--- src/rtl/aclq_pkg.sv ---
// constants, offsets and types for the access-control rule qualifier
package aclq_pkg;

  // ----------------------------------------------------------------
  // register map of the byte register port
  // ----------------------------------------------------------------
  localparam logic [7:0] ACLQ_ADDR_IND_CTRL = 8'h6e;
  localparam logic [7:0] ACLQ_ADDR_IND_ADDR = 8'h6f;
  localparam logic [7:0] ACLQ_ADDR_IND_DATA = 8'ha0;
  localparam logic [2:0] ACLQ_TABLE_ACL = 3'h2;
  localparam int ACLQ_TABLE_MSB = 7;
  localparam int ACLQ_TABLE_LSB = 5;
  localparam int ACLQ_PORT_MSB = 3;
  localparam logic [7:0] ACLQ_OFS_MODE = 8'h01;
  localparam logic [7:0] ACLQ_OFS_MAC_FIRST = 8'h02;
  localparam logic [7:0] ACLQ_IND_CTRL_RST = 8'h00;
  localparam logic [7:0] ACLQ_IND_ADDR_RST = 8'h00;
  localparam logic [7:0] ACLQ_MODE_RST = 8'h00;
  localparam logic [7:0] ACLQ_MAC_FIRST_RST = 8'h00;
  localparam logic [7:0] ACLQ_MODE_RW_MASK = 8'h3f;

  // ----------------------------------------------------------------
  // fields of the rule mode qualifier byte
  // ----------------------------------------------------------------
  localparam int ACLQ_LAYER_MSB = 5;
  localparam int ACLQ_LAYER_LSB = 4;
  localparam int ACLQ_CODE_MSB = 3;
  localparam int ACLQ_CODE_LSB = 2;
  localparam int ACLQ_SRC_SEL_BIT = 1;
  localparam int ACLQ_POL_BIT = 0;

  typedef enum logic [1:0] {
    ACLQ_LAYER_OFF = 2'b00,
    ACLQ_LAYER_L2 = 2'b01,
    ACLQ_LAYER_L3 = 2'b10,
    ACLQ_LAYER_L4 = 2'b11
  } aclq_layer_t;

  localparam logic [1:0] ACLQ_CODE_00 = 2'b00;
  localparam logic [1:0] ACLQ_CODE_01 = 2'b01;
  localparam logic [1:0] ACLQ_CODE_10 = 2'b10;
  localparam logic [1:0] ACLQ_CODE_11 = 2'b11;

  // ----------------------------------------------------------------
  // timing of the packet-rate counter
  // ----------------------------------------------------------------
  localparam int ACLQ_CLK_PERIOD_NS = 10;
  localparam int ACLQ_US_NS = 1000;
  localparam int ACLQ_US_CYCLES = ACLQ_US_NS / ACLQ_CLK_PERIOD_NS;
  localparam int ACLQ_MS_US = 1000;
  localparam int ACLQ_CNT_W = 11;
  localparam logic [ACLQ_CNT_W-1:0] ACLQ_CNT_RST = 11'h000;

endpackage

--- src/rtl/aclq_rule_qualifier.sv ---
// per-port access-control rule qualification with packet-rate counter
//
// Contract
// - layer 00 disables rule, 01 selects layer 2
// - layer 2 code 00 counts matching packets
// - unit bit 4: clear microseconds, set milliseconds
// - bit 3 clear: load, count down, expire interrupt
// - bit 3 set: count packets, terminal interrupt, reset
// - layer 2 codes: address, type, or both
// - layer 3 code 01: masked address or protocol
// - layer 3 code 10: compare source with destination
// - layer 4: protocol, port, port, sequence number
// - direction bit clear compares destination, reset 0
// - direction bit set compares source address
// - polarity clear: differ matches; set: equal matches
`timescale 1ns/1ps
`default_nettype none

module aclq_rule_qualifier
  import aclq_pkg::*;
#(
  parameter int NUM_PORTS = 5
) (
  input wire logic clock,
  input wire logic reset_n,
  input wire logic [7:0] reg_addr,
  input wire logic reg_wr,
  input wire logic reg_rd,
  input wire logic [7:0] reg_wdata,
  output logic [7:0] reg_rdata_q,
  input wire logic [10:0] count_value,
  input wire logic fwd_unit_ms,
  input wire logic fwd_count_up,
  input wire logic [39:0] rule_mac_low,
  input wire logic [15:0] rule_type,
  input wire logic [31:0] rule_ip,
  input wire logic [31:0] rule_ip_mask,
  input wire logic [7:0] rule_proto,
  input wire logic [15:0] rule_l4_port,
  input wire logic [31:0] rule_tcp_seq,
  input wire logic pkt_valid,
  input wire logic [3:0] pkt_port,
  input wire logic [47:0] pkt_da,
  input wire logic [47:0] pkt_sa,
  input wire logic [15:0] pkt_type,
  input wire logic [31:0] pkt_ip_sa,
  input wire logic [31:0] pkt_ip_da,
  input wire logic [7:0] pkt_proto,
  input wire logic [15:0] pkt_sport,
  input wire logic [15:0] pkt_dport,
  input wire logic [31:0] pkt_tcp_seq,
  output logic match_valid_q,
  output logic match_q,
  output logic rate_irq_q
);

  // ----------------------------------------------------------------
  // register port and indirect rule storage
  // ----------------------------------------------------------------
  logic [7:0] ind_ctrl_q;
  logic [7:0] ind_addr_q;
  logic [7:0] mode_q [NUM_PORTS];
  logic [7:0] mac_first_q [NUM_PORTS];

  // port number outside 1..NUM_PORTS selects nothing
  function automatic logic port_ok(input logic [3:0] p);
    return (p >= 4'h1) && (p <= 4'(NUM_PORTS));
  endfunction

  wire [3:0] ind_port = ind_ctrl_q[ACLQ_PORT_MSB:0];
  wire [2:0] ind_idx = 3'(ind_port - 4'h1);
  wire ind_acl = (ind_ctrl_q[ACLQ_TABLE_MSB:ACLQ_TABLE_LSB] == ACLQ_TABLE_ACL);
  wire ind_ok = ind_acl && port_ok(ind_port);
  wire data_wr = reg_wr && (reg_addr == ACLQ_ADDR_IND_DATA) && ind_ok;
  wire wr_mode = data_wr && (ind_addr_q == ACLQ_OFS_MODE);
  wire wr_mac = data_wr && (ind_addr_q == ACLQ_OFS_MAC_FIRST);
  wire [7:0] ind_rdata = !ind_ok ? 8'h00 :
                         (ind_addr_q == ACLQ_OFS_MODE) ? (mode_q[ind_idx] & ACLQ_MODE_RW_MASK) :
                         (ind_addr_q == ACLQ_OFS_MAC_FIRST) ? mac_first_q[ind_idx] : 8'h00;
  wire [7:0] rd_mux = (reg_addr == ACLQ_ADDR_IND_CTRL) ? ind_ctrl_q :
                      (reg_addr == ACLQ_ADDR_IND_ADDR) ? ind_addr_q :
                      (reg_addr == ACLQ_ADDR_IND_DATA) ? ind_rdata : 8'h00;

  // direct control registers; read data follows a read strobe by one cycle
  always_ff @(posedge clock) begin
    if (!reset_n) begin
      ind_ctrl_q <= ACLQ_IND_CTRL_RST;
      ind_addr_q <= ACLQ_IND_ADDR_RST;
      reg_rdata_q <= 8'h00;
    end else begin
      if (reg_wr && reg_addr == ACLQ_ADDR_IND_CTRL) ind_ctrl_q <= reg_wdata;
      if (reg_wr && reg_addr == ACLQ_ADDR_IND_ADDR) ind_addr_q <= reg_wdata;
      if (reg_rd) reg_rdata_q <= rd_mux;
    end
  end

  // rule bytes per port; reserved mode bits never store
  always_ff @(posedge clock) begin
    if (!reset_n) begin
      for (int i = 0; i < NUM_PORTS; i++) begin
        mode_q[i] <= ACLQ_MODE_RST;
        mac_first_q[i] <= ACLQ_MAC_FIRST_RST;
      end
    end else begin
      if (wr_mode) mode_q[ind_idx] <= reg_wdata & ACLQ_MODE_RW_MASK;
      if (wr_mac) mac_first_q[ind_idx] <= reg_wdata;
    end
  end

  // ----------------------------------------------------------------
  // field selection and comparison for the packet's ingress port
  // ----------------------------------------------------------------
  wire pkt_ok = port_ok(pkt_port);
  wire [2:0] pkt_idx = 3'(pkt_port - 4'h1);
  wire [7:0] pmode = pkt_ok ? mode_q[pkt_idx] : ACLQ_MODE_RST;
  wire [1:0] layer = pmode[ACLQ_LAYER_MSB:ACLQ_LAYER_LSB];
  wire [1:0] en_code = pmode[ACLQ_CODE_MSB:ACLQ_CODE_LSB];
  wire use_src = pmode[ACLQ_SRC_SEL_BIT];
  wire pol_eq = pmode[ACLQ_POL_BIT];
  wire [47:0] ref_mac = {(pkt_ok ? mac_first_q[pkt_idx] : 8'h00), rule_mac_low};

  wire [47:0] sel_mac = use_src ? pkt_sa : pkt_da;
  wire [31:0] sel_ip = use_src ? pkt_ip_sa : pkt_ip_da;
  wire [15:0] sel_l4 = use_src ? pkt_sport : pkt_dport;

  wire eq_mac = (sel_mac == ref_mac);
  wire eq_type = (pkt_type == rule_type);
  wire eq_proto = (pkt_proto == rule_proto);
  // zero mask means the protocol is tested instead of the address
  wire eq_ip = (rule_ip_mask != 32'h0) ? ((sel_ip & rule_ip_mask) == (rule_ip & rule_ip_mask))
                                       : eq_proto;

  logic cmp_eq;
  logic cmp_valid;

  // decision per layer and enable code
  always_comb begin
    cmp_eq = 1'b0;
    cmp_valid = 1'b0;
    case (aclq_layer_t'(layer))
      ACLQ_LAYER_OFF: cmp_valid = 1'b0;
      ACLQ_LAYER_L2: begin
        cmp_valid = 1'b1;
        case (en_code)
          ACLQ_CODE_01: cmp_eq = eq_mac;
          ACLQ_CODE_10: cmp_eq = eq_type;
          default: cmp_eq = eq_mac && eq_type;
        endcase
      end
      ACLQ_LAYER_L3: begin
        cmp_valid = (en_code == ACLQ_CODE_01) || (en_code == ACLQ_CODE_10);
        cmp_eq = (en_code == ACLQ_CODE_10) ? (pkt_ip_sa == pkt_ip_da) : eq_ip;
      end
      ACLQ_LAYER_L4: begin
        cmp_valid = 1'b1;
        case (en_code)
          ACLQ_CODE_00: cmp_eq = eq_proto;
          ACLQ_CODE_11: cmp_eq = (pkt_tcp_seq == rule_tcp_seq);
          default: cmp_eq = (sel_l4 == rule_l4_port);
        endcase
      end
      default: cmp_valid = 1'b0;
    endcase
  end

  wire match_d = cmp_valid && (pol_eq ? cmp_eq : !cmp_eq);

  // one result per packet, one cycle after it is offered
  always_ff @(posedge clock) begin
    if (!reset_n) begin
      match_valid_q <= 1'b0;
      match_q <= 1'b0;
    end else begin
      match_valid_q <= pkt_valid;
      match_q <= pkt_valid && match_d;
    end
  end

  // ----------------------------------------------------------------
  // time base: microsecond and millisecond enable pulses
  // ----------------------------------------------------------------
  logic [6:0] us_div_q;
  logic [9:0] ms_div_q;
  wire us_tick = (us_div_q == 7'(ACLQ_US_CYCLES - 1));
  wire ms_tick = us_tick && (ms_div_q == 10'(ACLQ_MS_US - 1));
  wire unit_tick = fwd_unit_ms ? ms_tick : us_tick;

  always_ff @(posedge clock) begin
    if (!reset_n) begin
      us_div_q <= 7'h00;
      ms_div_q <= 10'h000;
    end else begin
      us_div_q <= us_tick ? 7'h00 : us_div_q + 7'h01;
      if (us_tick) ms_div_q <= (ms_div_q == 10'(ACLQ_MS_US - 1)) ? 10'h000 : ms_div_q + 10'h001;
    end
  end

  // ----------------------------------------------------------------
  // packet-rate counters, one per port
  // ----------------------------------------------------------------
  logic [ACLQ_CNT_W-1:0] cnt_q [NUM_PORTS];
  logic [NUM_PORTS-1:0] armed_q;
  logic [NUM_PORTS-1:0] fire;
  logic [NUM_PORTS-1:0] qual;

  always_comb begin
    for (int i = 0; i < NUM_PORTS; i++) begin
      qual[i] = pkt_valid && pkt_ok && (pkt_idx == 3'(i)) && (layer == ACLQ_LAYER_L2)
                && (en_code == ACLQ_CODE_00) && eq_mac && eq_type;
      if (fwd_count_up) begin
        fire[i] = qual[i] && (cnt_q[i] + 11'h001 >= count_value);
      end else begin
        fire[i] = armed_q[i] && !qual[i] && unit_tick && (cnt_q[i] <= 11'h001);
      end
    end
  end

  always_ff @(posedge clock) begin
    if (!reset_n) begin
      armed_q <= '0;
      for (int i = 0; i < NUM_PORTS; i++) cnt_q[i] <= ACLQ_CNT_RST;
    end else begin
      for (int i = 0; i < NUM_PORTS; i++) begin
        if (fwd_count_up) begin
          armed_q[i] <= 1'b0;
          if (qual[i]) cnt_q[i] <= fire[i] ? ACLQ_CNT_RST : cnt_q[i] + 11'h001;
        end else if (qual[i]) begin
          cnt_q[i] <= count_value;
          armed_q[i] <= 1'b1;
        end else if (armed_q[i] && unit_tick) begin
          cnt_q[i] <= fire[i] ? ACLQ_CNT_RST : cnt_q[i] - 11'h001;
          if (fire[i]) armed_q[i] <= 1'b0;
        end
      end
    end
  end

  // interrupt is high one cycle after each cycle in which any port expires or reaches terminal count
  always_ff @(posedge clock) begin
    if (!reset_n) rate_irq_q <= 1'b0;
    else rate_irq_q <= |fire;
  end

  // ----------------------------------------------------------------
  // checks
  // ----------------------------------------------------------------
  property p_disabled_no_match;
    @(posedge clock) disable iff (!reset_n)
      pkt_valid && layer == ACLQ_LAYER_OFF |=> match_valid_q && !match_q;
  endproperty
  a_disabled_no_match: assert property (p_disabled_no_match) else $error("disabled rule matched");

  property p_polarity;
    @(posedge clock) disable iff (!reset_n)
      pkt_valid && cmp_valid |=> match_q == $past(pol_eq == cmp_eq);
  endproperty
  a_polarity: assert property (p_polarity) else $error("match polarity wrong");

  property p_l2_type_only;
    @(posedge clock) disable iff (!reset_n)
      pkt_valid && layer == ACLQ_LAYER_L2 && en_code == ACLQ_CODE_10 && pol_eq && eq_type
      |=> match_q;
  endproperty
  a_l2_type_only: assert property (p_l2_type_only) else $error("type-only test failed");

  property p_l3_reserved;
    @(posedge clock) disable iff (!reset_n)
      pkt_valid && layer == ACLQ_LAYER_L3 && (en_code == ACLQ_CODE_00 || en_code == ACLQ_CODE_11)
      |=> !match_q;
  endproperty
  a_l3_reserved: assert property (p_l3_reserved) else $error("reserved code matched");

  property p_l3_sa_da;
    @(posedge clock) disable iff (!reset_n)
      pkt_valid && layer == ACLQ_LAYER_L3 && en_code == ACLQ_CODE_10 && pol_eq
      |=> match_q == $past(pkt_ip_sa == pkt_ip_da);
  endproperty
  a_l3_sa_da: assert property (p_l3_sa_da) else $error("address pair compare wrong");

  property p_src_select;
    @(posedge clock) disable iff (!reset_n)
      pkt_valid && layer == ACLQ_LAYER_L4 && en_code == ACLQ_CODE_01 && use_src && pol_eq
      |=> match_q == $past(pkt_sport == rule_l4_port);
  endproperty
  a_src_select: assert property (p_src_select) else $error("source port not used");

  property p_tick_period;
    @(posedge clock) disable iff (!reset_n)
      us_tick |=> !us_tick [*8];
  endproperty
  a_tick_period: assert property (p_tick_period) else $error("microsecond tick too fast");

  property p_down_reload;
    @(posedge clock) disable iff (!reset_n)
      !fwd_count_up && qual[0] |=> cnt_q[0] == $past(count_value) && armed_q[0];
  endproperty
  a_down_reload: assert property (p_down_reload) else $error("counter not reloaded");

  property p_irq_on_fire;
    @(posedge clock) disable iff (!reset_n)
      fire[0] |=> rate_irq_q && cnt_q[0] == ACLQ_CNT_RST;
  endproperty
  a_irq_on_fire: assert property (p_irq_on_fire) else $error("interrupt or reset missing");

  property p_up_count;
    @(posedge clock) disable iff (!reset_n)
      fwd_count_up && qual[0] && !fire[0] |=> cnt_q[0] == $past(cnt_q[0]) + 11'h001;
  endproperty
  a_up_count: assert property (p_up_count) else $error("up count did not step");

  property p_count_only_l2;
    @(posedge clock) disable iff (!reset_n)
      qual[0] |-> layer == ACLQ_LAYER_L2 && en_code == ACLQ_CODE_00;
  endproperty
  a_count_only_l2: assert property (p_count_only_l2) else $error("counted outside mode");

endmodule // aclq_rule_qualifier

`default_nettype wire

--- config.mk ---
export PLATFORM = sky130hd
export DESIGN_NAME = aclq_rule_qualifier
export DESIGN_NICKNAME = d
export VERILOG_FILES = /design/src/rtl/aclq_pkg.sv /design/src/rtl/aclq_rule_qualifier.sv
export SDC_FILE = /design/constraint.sdc
export NUM_CORES = 1
export LEC_CHECK = 0
export ABC_AREA = 1
export BUFFER_PORTS_ARGS = -buffer_cell sky130_fd_sc_hd__buf_2
export CORE_MARGIN = 4
export CORE_UTILIZATION = 50
export DETAILED_ROUTE_END_ITERATION = 12
export GPL_TIMING_DRIVEN = 0
export PLACE_DENSITY = 0.75
export SYNTH_ARGS = -nofsm -noshare
export SYNTH_HDL_FRONTEND = slang
export SYNTH_SLANG_ARGS = --single-unit
export TNS_END_PERCENT = 30
--- constraint.sdc ---
create_clock -name clock -period 4.9 [get_ports clock]
set_input_delay 0.245 -clock clock [delete_from_list [all_inputs] [get_ports clock]]
set_output_delay 0.245 -clock clock [all_outputs]
set_load 0.01 [all_outputs]
==> After elaboration in Yosys (flattened, before gate mapping) <==
Memory sizes are Yosys's and may differ from the RTL's.
Index checks and enable logic that the tools add are counted.
{ "op_classes": {"n_lt_le_gt_ge": 14, "n_mux": 138, "bitwise": 18, "n_addsub": 14, "eq_ne": 25, "reduce_logical": 96} }
{ "ops": {"columns": ["operator", "n"], "rows": [
  ["$mux 11", 25],
  ["$eq 32x32->1", 3],
  ["$mux 1", 93],
  ["$and 32x32->32", 2],
  ["$logic_and 1x1->1", 64],
  ["$mux 8", 8],
  ["$add 11x1->11 const B", 5],
  ["$ge 11x11->1", 5],
  ["$le 11x1->1 const B", 5],
  ["$sub 11x1->11 const B", 5],
  ["$eq 48x48->1", 1],
  ["$mux 48", 1],
  ["$eq 16x16->1", 2],
  ["$mux 32", 1],
  ["$reduce_bool 32->1", 1],
  ["$reduce_bool 2->1", 10],
  ["$eq 8x7->1 const B", 2],
  ["$mux 16", 1],
  ["$or 1x1->1", 15],
  ["$mux 6", 2],
  ["$add 10x1->10 const B", 1],
  ["$eq 10x10->1 const B", 1],
  ["$mux 10", 1],
  ["$reduce_and 2->1", 5],
  ["other kinds (26)", 46]
]} }
{ "totals": {"output_inout_bits": 11, "ram_bits": 125, "regBits": 49, "mem_count": 3} }
{ "memory_table": {"columns": ["memory", "depth", "width", "read_ports", "rd_clocked_by_memory_dff", "wr", "line_no", "rtl"], "rows": [
  ["cnt_q", 5, 11, 5, 0, 5, "aclq_rule_qualifier.sv:201", "logic [ACLQ_CNT_W-1:0] cnt_q [NUM_PORTS];"],
  ["mac_first_q", 5, 8, 2, 0, 5, "aclq_rule_qualifier.sv:63", "logic [7:0] mac_first_q [NUM_PORTS];"],
  ["mode_q", 5, 6, 2, 0, 5, "aclq_rule_qualifier.sv:62", "logic [7:0] mode_q [NUM_PORTS];"]
]} }

==> Longest topological paths before layout <==
{ "logic_depth": {"ltp_word": 17, "ltp_mapped": 34, "ltp_nobuf": 27} }

==> Worst setup path before layout <==
Ideal clock, no wire load.
{ "synth_timing": {"path_type": "input -> register", "startpoint": "input pkt_port[0]", "endpoint": "memory cnt_q[0][1] (data pin)", "t_arrival_ns": 3.938, "t_required_ns": 4.652, "path_stages": 31, "setup_time_ns": 0.248, "path_slack_ns": 0.715, "cell_sequence": "buf_4 -> inv_4 -> buf_4 -> buf_4 -> buf_4 -> clkbuf_1 -> ha_1 -> ha_1 -> buf_2 -> inv_1 -> nand3_2 -> nand3_2 -> buf_4 -> buf_4 -> nand2_1 -> nand3_1 -> nand2_1 -> nor2_1 -> nand2_1 -> nor2_1 -> nand2_1 -> nor2_2 -> nand4_1 -> nand3_1 -> nand2_1 -> nor2_1 -> nand3b_1 -> buf_6 -> buf_6 -> nand2_2 -> inv_2"} }
{ "synth_rtl": {"columns": ["element", "line_no", "rtl"], "rows": [
  ["start: declaration", "aclq_rule_qualifier.sv:42", "input wire logic [3:0] pkt_port,"],
  ["end: declaration", "aclq_rule_qualifier.sv:201", null]
]} }

==> impl_results.md <==
* Int Pwr at 3.55 mW
* Fin crit share at 94.1%
* R2r setup slk at 0.82 ns
* Min-delay worst type: in2reg
* Area of the multi-input gates at 0.0117 mm²
* Layout Nets at 4056
* Setup TNS at 0 ns
* Clock Power Share at 35.3%
* Tot Pwr at 5.24 mW
* Leakage at 12.3 nW
* Initial Util at 50.5%
* FFs w/ async S/R, synth at 0%
* Combinational share of power at 25.8%
* Die X at 208 µm
* Largest fanout on the critical path at 29
* Main flop type after synthesis: edfxtp_1
* Synth top area share at 25.0%
* Register bit count reported by yosys at 216
* Via count at 23000
* Area after DPL at 0.0231 mm²
* Status: complete, but fails checks
* Synthesis-to-layout area growth at 19.6%
* Synth top area cells: edfxtp_1, nand2_1, inv_1, nand3_1, nor2_1
* Clock transition at the registers of the reported paths at 0.06 ns
* Type of origin of the critical path: input pin
* Num ports at 473
* Synth warnings at 0
* Top cell type by total area after synthesis: edfxtp_1
* Slew HR at 1.43%
* Synth unique cells at 55
* Synthesized instance count at 3011
* Setup Viol. Count Final at 0
* DIE AREA at 0.0434 mm²
* Net Sw Power at 1.69 mW
* Vias per cell at 5.66
* CP Data Arrival Time at 4.89 ns
* Maximum clock rate at 217 MHz
* TritonCTS clock tree: built
* Crit Path Class: in2reg
* DIE HEIGHT at 208 µm
* Post-synth EDFFs at 167
* Clk buf depth at 3
* Power Density at 218 mW/mm²
* Worst Path Required at 5.17 ns
* Routed WL at 86300 µm
* Vias in the first global route at 20900
* Post-Syn Area at 0.0201 mm²
* Final hold violation count at 0
* Net Count, Synth at 3556
* First-pass GRT wire length at 127000 µm
* Initial antenna violation count at 22
* Later-pin clock latency in the skew report at 0.53 ns
* Clock Skew at 0.0132 ns
* Drt pass-1 iters at 8
* GPL Wtd Cong at 1.12
* FF+latch area at 0.00600 mm²
* Htree depth at 1
* Seq/Total Area, Yosys at 29.9%
* Period minus WS final at 4.61 ns
* Clock Sinks at 216
* Max-cap violation count at 1
* VDD IR max at 0.000343 V
* Cts bufs inserted at 24
* Remaining Overflow, GRT at 0
* Max Transition Viols Final at 0
* Post-route cell area at 0.0240 mm²
* HPWL after DPL at 70500 µm
* Crit. End Element: flop
* GRT Total Usage at 37.5%
* Synth cell count leaders: nand2_1, inv_1, nor2_1
* Root Buffer: clkbuf_16
* Finished Layout Cells at 4073
* Routed Antenna Nets at 0
* Remaining DRCs at 0
* Share of power burned in registers at 38.9%
* Core area at 0.0397 mm²
* Sw frac at 32.2%
* Largest net degree at the start of global routing at 21
* RSZ-0062 raised after global routing: false
* Core Rows at 73
* Detailed Route Iter0 Violations at 3123
* Syn Area/Cell at 6.67 µm²
* # fillers at 3959
* Drt wl/cell at 21.2 µm
* Worst Max-Slew Pin Slew at 1.46 ns
* Layout cells sized above 1 at 18.2%
* Failing checks: max-capacitance violations
* Most frequent cell after synthesis: nand2_1
* Post-placement cell count at 4006
* I/O Buffers at 470
-- cell families after synthesis --
family          count (synthesis)  share of synthesized area (%)
buf+inv                       596                           11.9
simple gates                 1555                           34.0
fa+ha+maj                      83                           5.17
xor+xnor                      181                           7.90
flops                         216                           29.9
compound gates                380                           11.2
-- layout by cell type (no fill, tap or decap), types with 59 or more instances in the layout --
| master | count |
|---|---|
| a21oi_1 | 118 |
| nand2_1 | 742 |
| buf_2 | 489 |
| o21ai_0 | 135 |
| xor2_1 | 122 |
| xnor2_1 | 59 |
| nand4_1 | 122 |
| nand3_1 | 258 |
| nor2_1 | 291 |
| inv_1 | 437 |
| ha_1 | 83 |
| edfxtp_1 | 167 |
-- registers in the layout, indices dropped and copies added, names as in the netlist --
register	cells
ind_addr_q	8
match_valid_q	1
cnt_q	55
mode_q	48
armed_q	5
match_q	1
ind_ctrl_q	8
us_div_q	7
rate_irq_q	1
reg_rdata_q	8
ms_div_q	10
mac_first_q	64
-- layer usage --
layer	wire length, µm	track usage (%)	part of all wire, %	up-vias
met4	3800	13.9	4.4	4
li1	-	-	-	11000
met1	34300	50.4	40	10500
met5	23	0	0.027	-
met3	10100	8.47	12	209
met2	38100	59.4	44	1388
-- final cells by class --
cell class / instances / share of cell area [%]
diodes: 19 / 0.198
plain buffers: 104 / 2.27
clock buffers: 31 / 2.92
clock inverters: 13 / 0.422
inverters: 490 / 7.67
multi-input cells: 2200 / 48.8
flip-flops and latches: 216 / 25.0
well taps: 525 / 2.74
repair buffers: 475 / 9.97
-- power groups by stage --
stage	Sequential (mW)	Combinational, mW	Clock (mW)
final	2.04	1.35	1.85
after global routing	2.04	1.48	1.94
after CTS	2.04	1.31	1.86
after detailed placement	2.07	1.30	0
after global placement	2.07	1.30	0
after floorplan	2.07	0.744	0
-- worst max-delay path: stages --
cell and delay, ns:
buf_2 0.15, buf_4 0.19, inv_4 0.08, buf_4 0.17, buf_4 0.32, ha_1 0.32, buf_6 0.16, inv_2 0.06
buf_6 0.14, buf_6 0.17, buf_2 0.23, o21ai_0 0.12, o221ai_1 0.40, nand3_1 0.19, nor2_1 0.18, nand2_1 0.11
inv_1 0.10, nand3_2 0.10, nor2_2 0.22, nand4_2 0.24, nand3_2 0.19, nand2_1 0.07, nor2_1 0.13, nand3b_1 0.11
buf_6 0.17, buf_6 0.16, nand2_1 0.06, nand2_1 0.07
-- stage by stage --
stage	hold WS, ns	utilization, %	worst slack [ns]
2_1_floorplan	0.344	-	0.715
6_report	0.0193	60.4	0.288
4_1_cts	0.00213	60.2	0.0769
5_1_grt	0.00455	60.4	0.0392
3_3_place_gp	0.433	58.1	-0.895
3_5_place_dp	0.440	58.1	-0.906
-- timing repair --
item	4_1_cts	5_1_grt
gates cloned	0	1
hold endpoints to repair	4	0
pin swaps	0	3
hold buffers	2	0
gates resized for setup	1	13
setup endpoints to repair	101	101
buffers inserted	0	2
-- path summary, 6_finish.rpt --
kind | from | end | cells after the start
worst max-delay path | pkt_port[0] | cnt_q[4][5]$_DFFE_PP_ | 28
worst min-delay path | reg_wdata[6] | mac_first_q[5][6]$_DFFE_PP_ | 1
worst max register to register | ind_ctrl_q[0]$_SDFFE_PN0P_ | reg_rdata_q[3]$_SDFFE_PN0P_ | 11
worst min register to register | us_div_q[0]$_SDFF_PP0_ | us_div_q[0]$_SDFF_PP0_ | 1
(Power assumes the default switching activity.)
